`config.mk`:
```
export PLATFORM = sky130hd
export DESIGN_NAME = ipic_core
export DESIGN_NICKNAME = d
export VERILOG_FILES = /design/src/rtl/ipic_pkg.sv /design/src/rtl/ipic_core.sv
export SDC_FILE = /design/constraint.sdc
export NUM_CORES = 1
export LEC_CHECK = 0
export BUFFER_PORTS_ARGS = -buffer_cell sky130_fd_sc_hd__buf_2
export CORE_UTILIZATION = 59
export CTS_CLUSTER_DIAMETER = 100
export DETAILED_ROUTE_END_ITERATION = 7
export PLACE_DENSITY_LB_ADDON = 0.2
export SLEW_MARGIN = 25
export SYNTH_ARGS = -nofsm -noshare
export SYNTH_HDL_FRONTEND = slang
export SYNTH_SLANG_ARGS = --single-unit
```
`constraint.sdc`:
```
create_clock -name sys_clk -period 10.3 [get_ports sys_clk]
set_input_delay 1.545 -clock sys_clk [delete_from_list [all_inputs] [get_ports sys_clk]]
set_output_delay 1.545 -clock sys_clk [all_outputs]
set_load 0.005 [all_outputs]
```
`src/rtl/ipic_pkg.sv`:
```
// Package: constants and types for the port I/O intercept check block
package ipic_pkg;
    // Physical address width of this core
    localparam int PA_W = 52;
    // Bitmap geometry: 64K+3 bits in a 12 Kbyte region, 4 Kbyte aligned
    localparam int PAGE_BITS = 12;
    localparam logic [PA_W-1:0] BITMAP_LAST_BYTE = 52'h0000000002FFF;
    localparam logic [16:0] BITMAP_BIT_COUNT = 17'h10003;
    // Exit information word field positions
    localparam int EI_PORT_LSB = 16;
    localparam int EI_A64 = 9;
    localparam int EI_A32 = 8;
    localparam int EI_A16 = 7;
    localparam int EI_OPERAND_SIZE_32_FLAG = 6;
    localparam int EI_OPERAND_SIZE_16_FLAG = 5;
    localparam int EI_SZ8 = 4;
    localparam int EI_REP = 3;
    localparam int EI_STR = 2;
    localparam int EI_DIR = 0;
    // Debug trap opcode and its vector
    localparam logic [7:0] DEBUG_TRAP_OPCODE = 8'hF1;
    localparam logic [7:0] DEBUG_TRAP_VECTOR = 8'h01;
    // Exit codes reported by this block (values arbitrary)
    localparam logic [7:0] EXIT_NONE = 8'h00;
    localparam logic [7:0] EXIT_TSC_ID = 8'h01;
    localparam logic [7:0] EXIT_DEBUG_TRAP = 8'h02;
    localparam logic [7:0] EXIT_CACHE_WBINV = 8'h03;
    localparam logic [7:0] EXIT_ADDR_WATCH = 8'h04;
    localparam logic [7:0] EXIT_WAIT_UNCOND = 8'h05;
    localparam logic [7:0] EXIT_WAIT_COND = 8'h06;
    localparam logic [7:0] EXIT_IO = 8'h07;
    localparam logic [7:0] EXIT_INVALID_STATE = 8'h08;
    // Instruction classes presented on the request port
    typedef enum logic [2:0] {
        IPIC_OP_PORT = 3'h0,
        IPIC_OP_TSC_ID = 3'h1,
        IPIC_OP_DEBUG_TRAP = 3'h2,
        IPIC_OP_CACHE_WBINV = 3'h3,
        IPIC_OP_ADDR_WATCH = 3'h4,
        IPIC_OP_WAIT = 3'h5
    } ipic_op_t;
    // Lookup sequencer states
    typedef enum logic [1:0] {
        IPIC_IDLE = 2'h0,
        IPIC_FETCH = 2'h1,
        IPIC_WAIT_DATA = 2'h2
    } ipic_state_t;
endpackage

```
`src/rtl/ipic_core.sv`:
```
// Intercept decision logic for port I/O and selected system instructions
`timescale 1ns/1ps
`default_nettype none
module ipic_core (
    // Clock and reset
    input wire logic sys_clk,
    input wire logic nrst,
    // Guest entry
    input wire logic entry_valid,
    input wire logic [63:0] io_bitmap_base_field,
    input wire logic [ipic_pkg::PA_W-1:0] max_phys_addr,
    input wire logic io_intercept_enable,
    // Instruction request
    input wire logic req_valid,
    input wire logic [2:0] req_op,
    input wire logic [7:0] req_opcode,
    input wire logic intercept_on,
    input wire logic wait_cond_on,
    input wire logic wait_uncond_on,
    input wire logic wait_low_power,
    input wire logic fault_pre,
    input wire logic fault_post,
    input wire logic [15:0] port_num,
    input wire logic [2:0] addr_size,
    input wire logic [2:0] op_size,
    input wire logic rep_access,
    input wire logic str_access,
    input wire logic is_input,
    input wire logic [63:0] next_ip,
    // Bitmap memory read port (physical)
    input wire logic mem_ready,
    input wire logic mem_rvalid,
    input wire logic [7:0] mem_rdata,
    output logic mem_req,
    output logic [ipic_pkg::PA_W-1:0] mem_addr,
    // Decision
    output logic busy,
    output logic done,
    output logic exit_taken,
    output logic fault_taken,
    output logic [7:0] exit_code,
    output logic [31:0] exit_info_word,
    output logic [63:0] exit_info_second_word
);
    ipic_pkg::ipic_state_t state;
    ipic_pkg::ipic_state_t next_state;
    logic [ipic_pkg::PA_W-1:0] bitmap_base;
    logic bitmap_ok;
    logic [16:0] first_bit;
    logic [16:0] last_bit;
    logic [16:0] cur_byte;
    logic [31:0] lat_info;
    logic [63:0] lat_ip;
    logic lat_post;

    // Byte span of a port access in bits: 1, 2 or 4 ports
    function automatic logic [16:0] span_last(input logic [15:0] p, input logic [2:0] sz);
        logic [16:0] w;
        w = sz[2] ? 17'h00003 : (sz[1] ? 17'h00001 : 17'h00000);
        return {1'b0, p} + w;
    endfunction

    // Bitmap byte address for a bit index
    function automatic logic [ipic_pkg::PA_W-1:0] byte_addr(input logic [ipic_pkg::PA_W-1:0] b,
                                                          input logic [16:0] bit_idx);
        return b + {{(ipic_pkg::PA_W-14){1'b0}}, bit_idx[16:3]};
    endfunction

    // Request decode
    wire is_port = req_op == 3'(ipic_pkg::IPIC_OP_PORT);
    wire pre_block = fault_pre;
    // Whole-instruction exceptions come first for these; intercept only when clean
    wire tsc_exit = intercept_on && !fault_pre && !fault_post;
    // The trap is checked only against its own intercept, not the debug one
    wire trap_vec = req_opcode == ipic_pkg::DEBUG_TRAP_OPCODE;
    wire dbg_exit = intercept_on && trap_vec;
    wire wb_exit = intercept_on && !fault_pre && !fault_post;
    wire watch_exit = intercept_on && !fault_pre && !fault_post;
    wire wait_clean = !fault_pre && !fault_post;
    // Conditional first: a low-power wait yields the conditional code
    wire wait_cond_hit = wait_clean && wait_cond_on && wait_low_power;
    wire wait_uncond_hit = wait_clean && wait_uncond_on && !wait_cond_hit;
    wire [16:0] req_first = {1'b0, port_num};
    wire [16:0] req_last = span_last(port_num, op_size);
    // cur_byte counts bitmap bytes, so it meets the byte index of the span ends
    wire last_in_span = cur_byte[13:0] == last_bit[16:3];
    // Only bits inside the access span count from a fetched byte
    wire [7:0] lo_mask = 8'hFF << (cur_byte[13:0] == first_bit[16:3] ? first_bit[2:0] : 3'h0);
    wire [7:0] hi_mask = 8'hFF >> (last_in_span ? 3'(7 - 32'(last_bit[2:0])) : 3'h0);
    wire byte_hit = |(mem_rdata & lo_mask & hi_mask);
    // Exit info word layout
    wire [31:0] info = {port_num, 6'h00, addr_size, op_size, rep_access, str_access,
                        1'b0, is_input};
    // Base as latched at guest entry: the page offset bits are dropped, not checked
    wire [ipic_pkg::PA_W-1:0] entry_base = {
        io_bitmap_base_field[ipic_pkg::PA_W-1:ipic_pkg::PAGE_BITS], 12'h000};
    // The whole 12 Kbyte region must end below the top of physical memory
    wire entry_fits = (entry_base + ipic_pkg::BITMAP_LAST_BYTE) < max_phys_addr;

    // Guest entry latches the base, 4 Kbyte aligned
    always_ff @(posedge sys_clk or negedge nrst) begin
        if (!nrst) begin
            bitmap_base <= '0;
            bitmap_ok <= 1'b0;
        end else if (entry_valid) begin
            bitmap_base <= entry_base;
            bitmap_ok <= entry_fits;
        end
    end

    // Sequencer: idle, issue a byte fetch, wait for its data
    always_comb begin
        next_state = state;
        case (state)
            ipic_pkg::IPIC_IDLE: begin
                // A failed entry check is answered at once, so no lookup may start then
                // A request that arrives during a lookup is dropped without notice
                if (req_valid && is_port && !pre_block && io_intercept_enable && bitmap_ok) begin
                    next_state = ipic_pkg::IPIC_FETCH;
                end
            end
            ipic_pkg::IPIC_FETCH: begin
                if (mem_ready) begin
                    next_state = ipic_pkg::IPIC_WAIT_DATA;
                end
            end
            ipic_pkg::IPIC_WAIT_DATA: begin
                if (mem_rvalid && (byte_hit || last_in_span)) begin
                    next_state = ipic_pkg::IPIC_IDLE;
                end else if (mem_rvalid) begin
                    next_state = ipic_pkg::IPIC_FETCH;
                end
            end
            default: next_state = ipic_pkg::IPIC_IDLE;
        endcase
    end

    // State, latches and registered outputs
    always_ff @(posedge sys_clk or negedge nrst) begin
        if (!nrst) begin
            state <= ipic_pkg::IPIC_IDLE;
            first_bit <= '0;
            last_bit <= '0;
            cur_byte <= '0;
            lat_info <= '0;
            lat_ip <= '0;
            lat_post <= 1'b0;
            mem_req <= 1'b0;
            mem_addr <= '0;
            busy <= 1'b0;
            done <= 1'b0;
            exit_taken <= 1'b0;
            fault_taken <= 1'b0;
            exit_code <= ipic_pkg::EXIT_NONE;
            exit_info_word <= '0;
            exit_info_second_word <= '0;
        end else begin
            state <= next_state;
            done <= 1'b0;
            exit_taken <= 1'b0;
            fault_taken <= 1'b0;
            if (state == ipic_pkg::IPIC_IDLE && req_valid) begin
                done <= 1'b1;
                exit_code <= ipic_pkg::EXIT_NONE;
                case (req_op)
                    3'(ipic_pkg::IPIC_OP_PORT): begin
                        if (pre_block) begin
                            fault_taken <= 1'b1;
                        end else if (!io_intercept_enable) begin
                            fault_taken <= fault_post;
                        end else if (!bitmap_ok) begin
                            exit_taken <= 1'b1;
                            exit_code <= ipic_pkg::EXIT_INVALID_STATE;
                        end else begin
                            done <= 1'b0;
                            busy <= 1'b1;
                            first_bit <= req_first;
                            last_bit <= req_last;
                            cur_byte <= {3'h0, req_first[16:3]};
                            mem_req <= 1'b1;
                            mem_addr <= byte_addr(bitmap_base, req_first);
                            lat_info <= info;
                            lat_ip <= next_ip;
                            lat_post <= fault_post;
                        end
                    end
                    3'(ipic_pkg::IPIC_OP_TSC_ID): begin
                        exit_taken <= tsc_exit;
                        fault_taken <= fault_pre || fault_post;
                        exit_code <= tsc_exit ? ipic_pkg::EXIT_TSC_ID : ipic_pkg::EXIT_NONE;
                    end
                    3'(ipic_pkg::IPIC_OP_DEBUG_TRAP): begin
                        exit_taken <= dbg_exit;
                        exit_code <= dbg_exit ? ipic_pkg::EXIT_DEBUG_TRAP : ipic_pkg::EXIT_NONE;
                    end
                    3'(ipic_pkg::IPIC_OP_CACHE_WBINV): begin
                        exit_taken <= wb_exit;
                        fault_taken <= fault_pre || fault_post;
                        exit_code <= wb_exit ? ipic_pkg::EXIT_CACHE_WBINV : ipic_pkg::EXIT_NONE;
                    end
                    3'(ipic_pkg::IPIC_OP_ADDR_WATCH): begin
                        exit_taken <= watch_exit;
                        fault_taken <= fault_pre || fault_post;
                        exit_code <= watch_exit ? ipic_pkg::EXIT_ADDR_WATCH : ipic_pkg::EXIT_NONE;
                    end
                    3'(ipic_pkg::IPIC_OP_WAIT): begin
                        exit_taken <= wait_cond_hit || wait_uncond_hit;
                        fault_taken <= !wait_clean;
                        exit_code <= wait_cond_hit ? ipic_pkg::EXIT_WAIT_COND :
                                     wait_uncond_hit ? ipic_pkg::EXIT_WAIT_UNCOND :
                                     ipic_pkg::EXIT_NONE;
                    end
                    default: fault_taken <= 1'b0;
                endcase
            end
            if (state == ipic_pkg::IPIC_FETCH && mem_ready) begin
                mem_req <= 1'b0;
            end
            if (state == ipic_pkg::IPIC_WAIT_DATA && mem_rvalid) begin
                if (byte_hit) begin
                    busy <= 1'b0;
                    done <= 1'b1;
                    exit_taken <= 1'b1;
                    exit_code <= ipic_pkg::EXIT_IO;
                    exit_info_word <= lat_info;
                    exit_info_second_word <= lat_ip;
                end else if (last_in_span) begin
                    busy <= 1'b0;
                    done <= 1'b1;
                    fault_taken <= lat_post;
                end else begin
                    cur_byte <= cur_byte + 17'h00001;
                    mem_req <= 1'b1;
                    mem_addr <= byte_addr(bitmap_base, {cur_byte[13:0] + 14'h0001, 3'h0});
                end
            end
        end
    end

    // Checks
    chk_no_io_when_off: assert property (@(posedge sys_clk) disable iff (!nrst)
        (state == ipic_pkg::IPIC_IDLE && req_valid && is_port && !io_intercept_enable)
        |=> !mem_req && !(exit_taken && exit_code == ipic_pkg::EXIT_IO))
        else $error("port exit or lookup with enable clear");
    chk_pre_fault_first: assert property (@(posedge sys_clk) disable iff (!nrst)
        (state == ipic_pkg::IPIC_IDLE && req_valid && is_port && fault_pre)
        |=> fault_taken && !exit_taken && !mem_req)
        else $error("early fault not taken before intercept");
    chk_wait_cond_code: assert property (@(posedge sys_clk) disable iff (!nrst)
        (state == ipic_pkg::IPIC_IDLE && req_valid && req_op == 3'(ipic_pkg::IPIC_OP_WAIT)
         && wait_clean && wait_cond_on && wait_uncond_on)
        |=> exit_code == ($past(wait_low_power) ? ipic_pkg::EXIT_WAIT_COND
                                                : ipic_pkg::EXIT_WAIT_UNCOND))
        else $error("wrong wait exit code");
    chk_tsc_after_fault: assert property (@(posedge sys_clk) disable iff (!nrst)
        (state == ipic_pkg::IPIC_IDLE && req_valid && req_op == 3'(ipic_pkg::IPIC_OP_TSC_ID)
         && (fault_pre || fault_post)) |=> !exit_taken && fault_taken)
        else $error("timestamp intercept despite fault");
    chk_wb_after_fault: assert property (@(posedge sys_clk) disable iff (!nrst)
        (state == ipic_pkg::IPIC_IDLE && req_valid && req_op == 3'(ipic_pkg::IPIC_OP_CACHE_WBINV)
         && fault_pre) |=> !exit_taken)
        else $error("cache flush intercept despite fault");
    chk_io_info_zero: assert property (@(posedge sys_clk) disable iff (!nrst)
        (exit_taken && exit_code == ipic_pkg::EXIT_IO)
        |-> exit_info_word[15:10] == 6'h00 && !exit_info_word[1]
            && $onehot(exit_info_word[9:7]))
        else $error("exit info reserved bits set");
    chk_io_ends_bounded: assert property (@(posedge sys_clk) disable iff (!nrst)
        (state == ipic_pkg::IPIC_WAIT_DATA && mem_rvalid && byte_hit)
        |=> exit_taken && exit_code == ipic_pkg::EXIT_IO && !busy)
        else $error("bitmap hit not reported");
    chk_addr_aligned: assert property (@(posedge sys_clk) disable iff (!nrst)
        $rose(mem_req) |-> mem_addr >= bitmap_base && (bitmap_base[11:0] == 12'h000))
        else $error("bitmap fetch outside aligned base");
    cov_io_exit: cover property (@(posedge sys_clk) disable iff (!nrst)
        exit_taken && exit_code == ipic_pkg::EXIT_IO);
    cov_wide_miss: cover property (@(posedge sys_clk) disable iff (!nrst)
        state == ipic_pkg::IPIC_WAIT_DATA && mem_rvalid && !byte_hit && !last_in_span);
    cov_wait_cond: cover property (@(posedge sys_clk) disable iff (!nrst)
        exit_taken && exit_code == ipic_pkg::EXIT_WAIT_COND);
endmodule
`default_nettype wire

```
-- Yosys cells after proc, flatten, opt, wreduce, memory -nomap -nowiden
Cells that the tools add are included.
- register bits: 337
- bits of input ports: 237
- output and inout port bits: 161
- logic and storage cells: 150
- add/subtract/negate cells: 7
- magnitude comparators: 1
- equal/unequal tests: 13
- shift operators: 2
- multiplexer cells: 76
- bitwise logic cells: 3
- reductions and logical operators: 30
- operator list (cell ; count):
    $mux W52 ; 8
    $mux W17 ; 8
    $add A52 B13 Y52 ; 1
    $add A52 B14 Y52 ; 1
    $add A52 B14 Y52 const B ; 1
    $lt A52 B52 Y1 ; 1
    $mux W1 ; 38
    $mux W8 ; 3
    $pmux W4 S6 ; 1
    $add A16 B2 Y17 ; 1
    $add A17 B1 Y17 const B ; 1
    $and A8 B8 Y8 ; 2
    $logic_and A1 B1 Y1 ; 16
    $mux W3 ; 5
    $add A14 B1 Y14 const B ; 1
    $eq A14 B13 Y1 ; 1
    $eq A14 B14 Y1 ; 1
    $mux W2 ; 7
    $mux W4 ; 3
    $eq A8 B8 Y1 const B ; 1
    $reduce_or A8 Y1 ; 1
    $shl A8 B3 Y8 const A ; 1
    $shr A8 B3 Y8 const A ; 1
    $eq A3 B2 Y1 const B ; 2
    19 further kinds ; 26

-- Longest topological paths before layout
- depth in word-level cells: 12
- depth in mapped cells: 18
- mapped depth without buffers: 17

-- Least setup slack after synthesis
OpenSTA, ideal clock, no wires.
- kind: input to register
- start: input port io_bitmap_base_field[16]
- end: register bitmap_ok
- setup time: 0.090 ns
- data arrival time: 4.352 ns
- data required time: 10.210 ns
- setup slack: 5.858 ns
- stages: 17
- buffers on the path: 0
- path through: nand3_1 nor2_1 nand2_1 nor3_1 and3_1 nand2_1 nor2_1 xor2_1 ha_1 a21o_1 a21o_1 a21o_1 a21oi_1 o21ai_0 a2111oi_0 o21ai_0 o221ai_1
- cells in the longest elaborated chain, start to end: 2
- ends and longest elaborated chain (element ; RTL line ; text):
    start: declaration ; ipic_core.sv:10 ; input wire logic [63:0] io_bitmap_base_field,
    $add A52 B14 Y52 ; ipic_core.sv:98 ; wire entry_fits = (entry_base + ipic_pkg::BITMAP_LAST_BYTE) < max_phys_addr;
    $lt A52 B52 Y1 ; ipic_core.sv:98 ;
    end signal: assignment ; ipic_core.sv:107 ; bitmap_ok <= entry_fits;
    end: declaration ; ipic_core.sv:48 ; logic bitmap_ok;
No other way between the ends.
A chain may end at the register's enable or synchronous reset.

-- Worst setup path in the final report
- start: input port io_bitmap_base_field[15]
- end: register bitmap_ok
The elaborated chain is that of the path after synthesis.

==> reports/qor.csv <==
metric,value,unit
status,completed,
antenna_found_initial,5,
drt_iter0_drc,1097,
seq_area_frac_synth,0.481,
cts_tree,done,
nNetsFinal,2305,
seqPwrFrac,0.467,
rsz0062_at_grt,false,
die_x,169,µm
power.leakage,0.0101,µW
viasPerCell,5.72,
hold_path_class,reg -> reg,
cts_made_buffers,35,
clockBufferDepth,3,
combPwrFrac,0.167,
finClkSkew,0.0102,ns
worst_pin_slew,1.08,ns
setup_violations,0,
dp.cells,2354,
cp_top_family,simple AND/OR/NAND/NOR gates,
hold_buffers,0,
yosysMostFrequentCell,nand2_1,
powerDensity,176,mW/mm²
synth_largest_area_cell,dfrtp_1,
reg2reg_slack,5.67,ns
synth_top_area_share,0.481,
maxCapViolCount,0,
netlist_area,0.0166,mm²
crit_path_top_delay_cell,nor3_1,
io_pins,398,
dieArea,0.0287,mm²
path_cells,buf_2 -> nand3_1 -> nor2_1 -> nand2_1 -> nor3_1 -> and3_1 -> nand2_1 -> nor3_1 -> nand2_1 -> xnor2_1 -> ha_1 -> nor2b_1 -> o21ai_0 -> o2111ai_1 -> a2111oi_0 -> o21ai_0 -> o221ai_1,
globalplace.congestion,0.908,
max_clock_freq,0.208,GHz
ys_top_cells_by_area,"dfrtp_1, nand2_1, mux2_2",
slew_violations,0,
relSlewSlack,0.282,
grt_pass1_vias,13200,
end_kind,register,
clkSinkCount,318,
power.switching,938,µW
core_area,0.0273,mm²
ff2ff_path_depth,17,
htreeDepth,2,
drive_gt1_frac,0.266,
min_to,lat_ip[1]$_DFFE_PN0P_,
avgSynthCellArea,9.67,µm²
finalNonFillerCells,2419,
grt_overflow,0,
power,3430,µW
cpPeakStageDelay,0.58,ns
synthesis.instances,1711,
switching_share,0.273,
p_int,2490,µW
r2r-end,mem_addr[45]$_DFF_PN0_,
io_buffers,354,
period_share,0.468,
num_rows,60,
post_drt_wl_per_cell,18.0,µm
worst-path-buf-inv,1,
post_cts_resized,0,
die_h,169,µm
ant_nets,0,
cp.required,10.71,ns
ys_seq_elements,318,
peakVddDrop,109,µV
yosysUniqueCellTypes,69,
dpl-instance-area,0.0184,mm²
hold_slack,0.466,ns
hold_path_depth,2,
syn2layout_area_growth,18.1,%
ys.flop_type,dfrtp_1,
synth_edf_count,0,
crit_top_cell,nand2_1,
vias,13800,
post_cts_buffers,0,
critPathLaunchType,primary input,
p_clk_frac,0.366,
grt_pass1_wl,68300,µm
first_pass_iters,5,
path_clk_slew,0.06,ns
path_max_fanout,5,
drt-total-wl,43600,µm
synth_common_cells,"nand2_1, dfrtp_1, mux2_2",
fin_setup_tns,0,ns
min-delay-start,lat_ip[1]$_DFFE_PN0P_,
clock-root-buffer,clkbuf_16,
grt_use_total,0.301,
worst_ep_arrival_time,5.23,ns
criticalPathCategory,in -> reg,
grt_max_degree,121,
hpwlAfterDp,31000,µm
post-route-cell-area,0.0196,mm²
clk-insertion-delay-late,0.50,ns
drc,0,
critical_path.reg2reg.startpoint,cur_byte[0]$_DFF_PN0_,
hold_violations,0,
initial_core_util,0.607,
yosys_warnings,0,
period_needed,4.82,ns
async_reset_ff_frac,1.00,
-- sequential cells by signal, indices dropped and copies added (netlist names) --
name                   count
done                       1
bitmap_ok                  1
exit_info_word            25
exit_info_second_word     64
exit_code                  8
state                      2
lat_post                   1
lat_ip                    64
mem_addr                  52
last_bit                  17
lat_info                  25
mem_req                    1
fault_taken                1
bitmap_base               40
exit_taken                 1
cur_byte                  14
busy                       1
-- how the worst max path moves through the flow --
stage,depth (start not counted),end,from
2_1_floorplan,17,bitmap_ok$_DFFE_PN0P_,io_bitmap_base_field[16]
3_3_place_gp,18,bitmap_ok$_DFFE_PN0P_,io_bitmap_base_field[15]
3_5_place_dp,17,bitmap_ok$_DFFE_PN0P_,io_bitmap_base_field[15]
4_1_cts,17,bitmap_ok$_DFFE_PN0P_,io_bitmap_base_field[15]
5_1_grt,18,bitmap_ok$_DFFE_PN0P_,io_bitmap_base_field[15]
6_report,17,bitmap_ok$_DFFE_PN0P_,io_bitmap_base_field[15]
-- worst register-to-register path, delay by kind of cell, from the launching register on --
family                   cells  cell delay [ns]
AO/OA/AOI/OAI                2             0.28
flip-flops                   1             0.52
XOR/XNOR                     2             0.38
adder cells (fa/ha/maj)      2             0.56
AND/OR/NAND/NOR             11             2.82
-- area by class of cell --
cell class	instances	area (µm²)
Sequential cell	318	7960
Multi-Input combinational cell	1241	7870
Fill cell	2082	7700
Timing Repair Buffer	363	1850
Clock buffer	57	1100
Tap cell	372	465
Inverter	60	225
Clock inverter	4	70.1
Antenna cell	4	10.0
-- placed cells by master (no fill, tap or decap), drive strengths merged, types with 5 or more instances in the layout --
master  instances
mux2          128
o22ai          23
nor3           18
a31oi          14
nand4          39
buf           363
xor2           52
nor2           99
and4            6
inv            60
o211ai         18
ha             47
clkbuf         57
or3             9
a22oi           8
conb            7
xnor2          71
nand2         395
o21ai          56
a21o           21
nand3          48
dfrtp         318
o311ai          7
a21oi          61
nor4           11
a22o            5
and3           32
-- stage by stage --
stage / utilization / setup WS, ns
after CTS: 0.717 / 5.56
after detailed placement: 0.674 / 5.05
after global routing: 0.717 / 5.03
after global placement: 0.674 / 5.11
after floorplan: - / 5.86
final: 0.717 / 5.48
-- per-layer routing --
layer  share of wire  routed length [µm]  track usage
met5         0.00018                   8            0
met3           0.072                3120       0.0497
met1            0.41               17700        0.385
met4           0.041                1800        0.137
met2            0.48               21000        0.505
-- kinds of logic after synthesis --
kind of cell	synth area share
buffers and inverters	0.0463
other	0.000227
multiplexers	0.0877
AO/OA/AOI/OAI	0.0967
AND/OR/NAND/NOR	0.185
flip-flops	0.481
adder cells (fa/ha/maj)	0.0379
XOR/XNOR	0.0655
-- power by group through the flow --
stage               Sequential (µW)  Combinational, µW  Clock, µW
floorplan                      1560                354          0
global placement               1610                550          0
detailed placement             1620                571          0
CTS                            1600                578       1270
global route                   1620                643       1320
finish                         1600                573       1260
(Power assumes the default switching activity.)
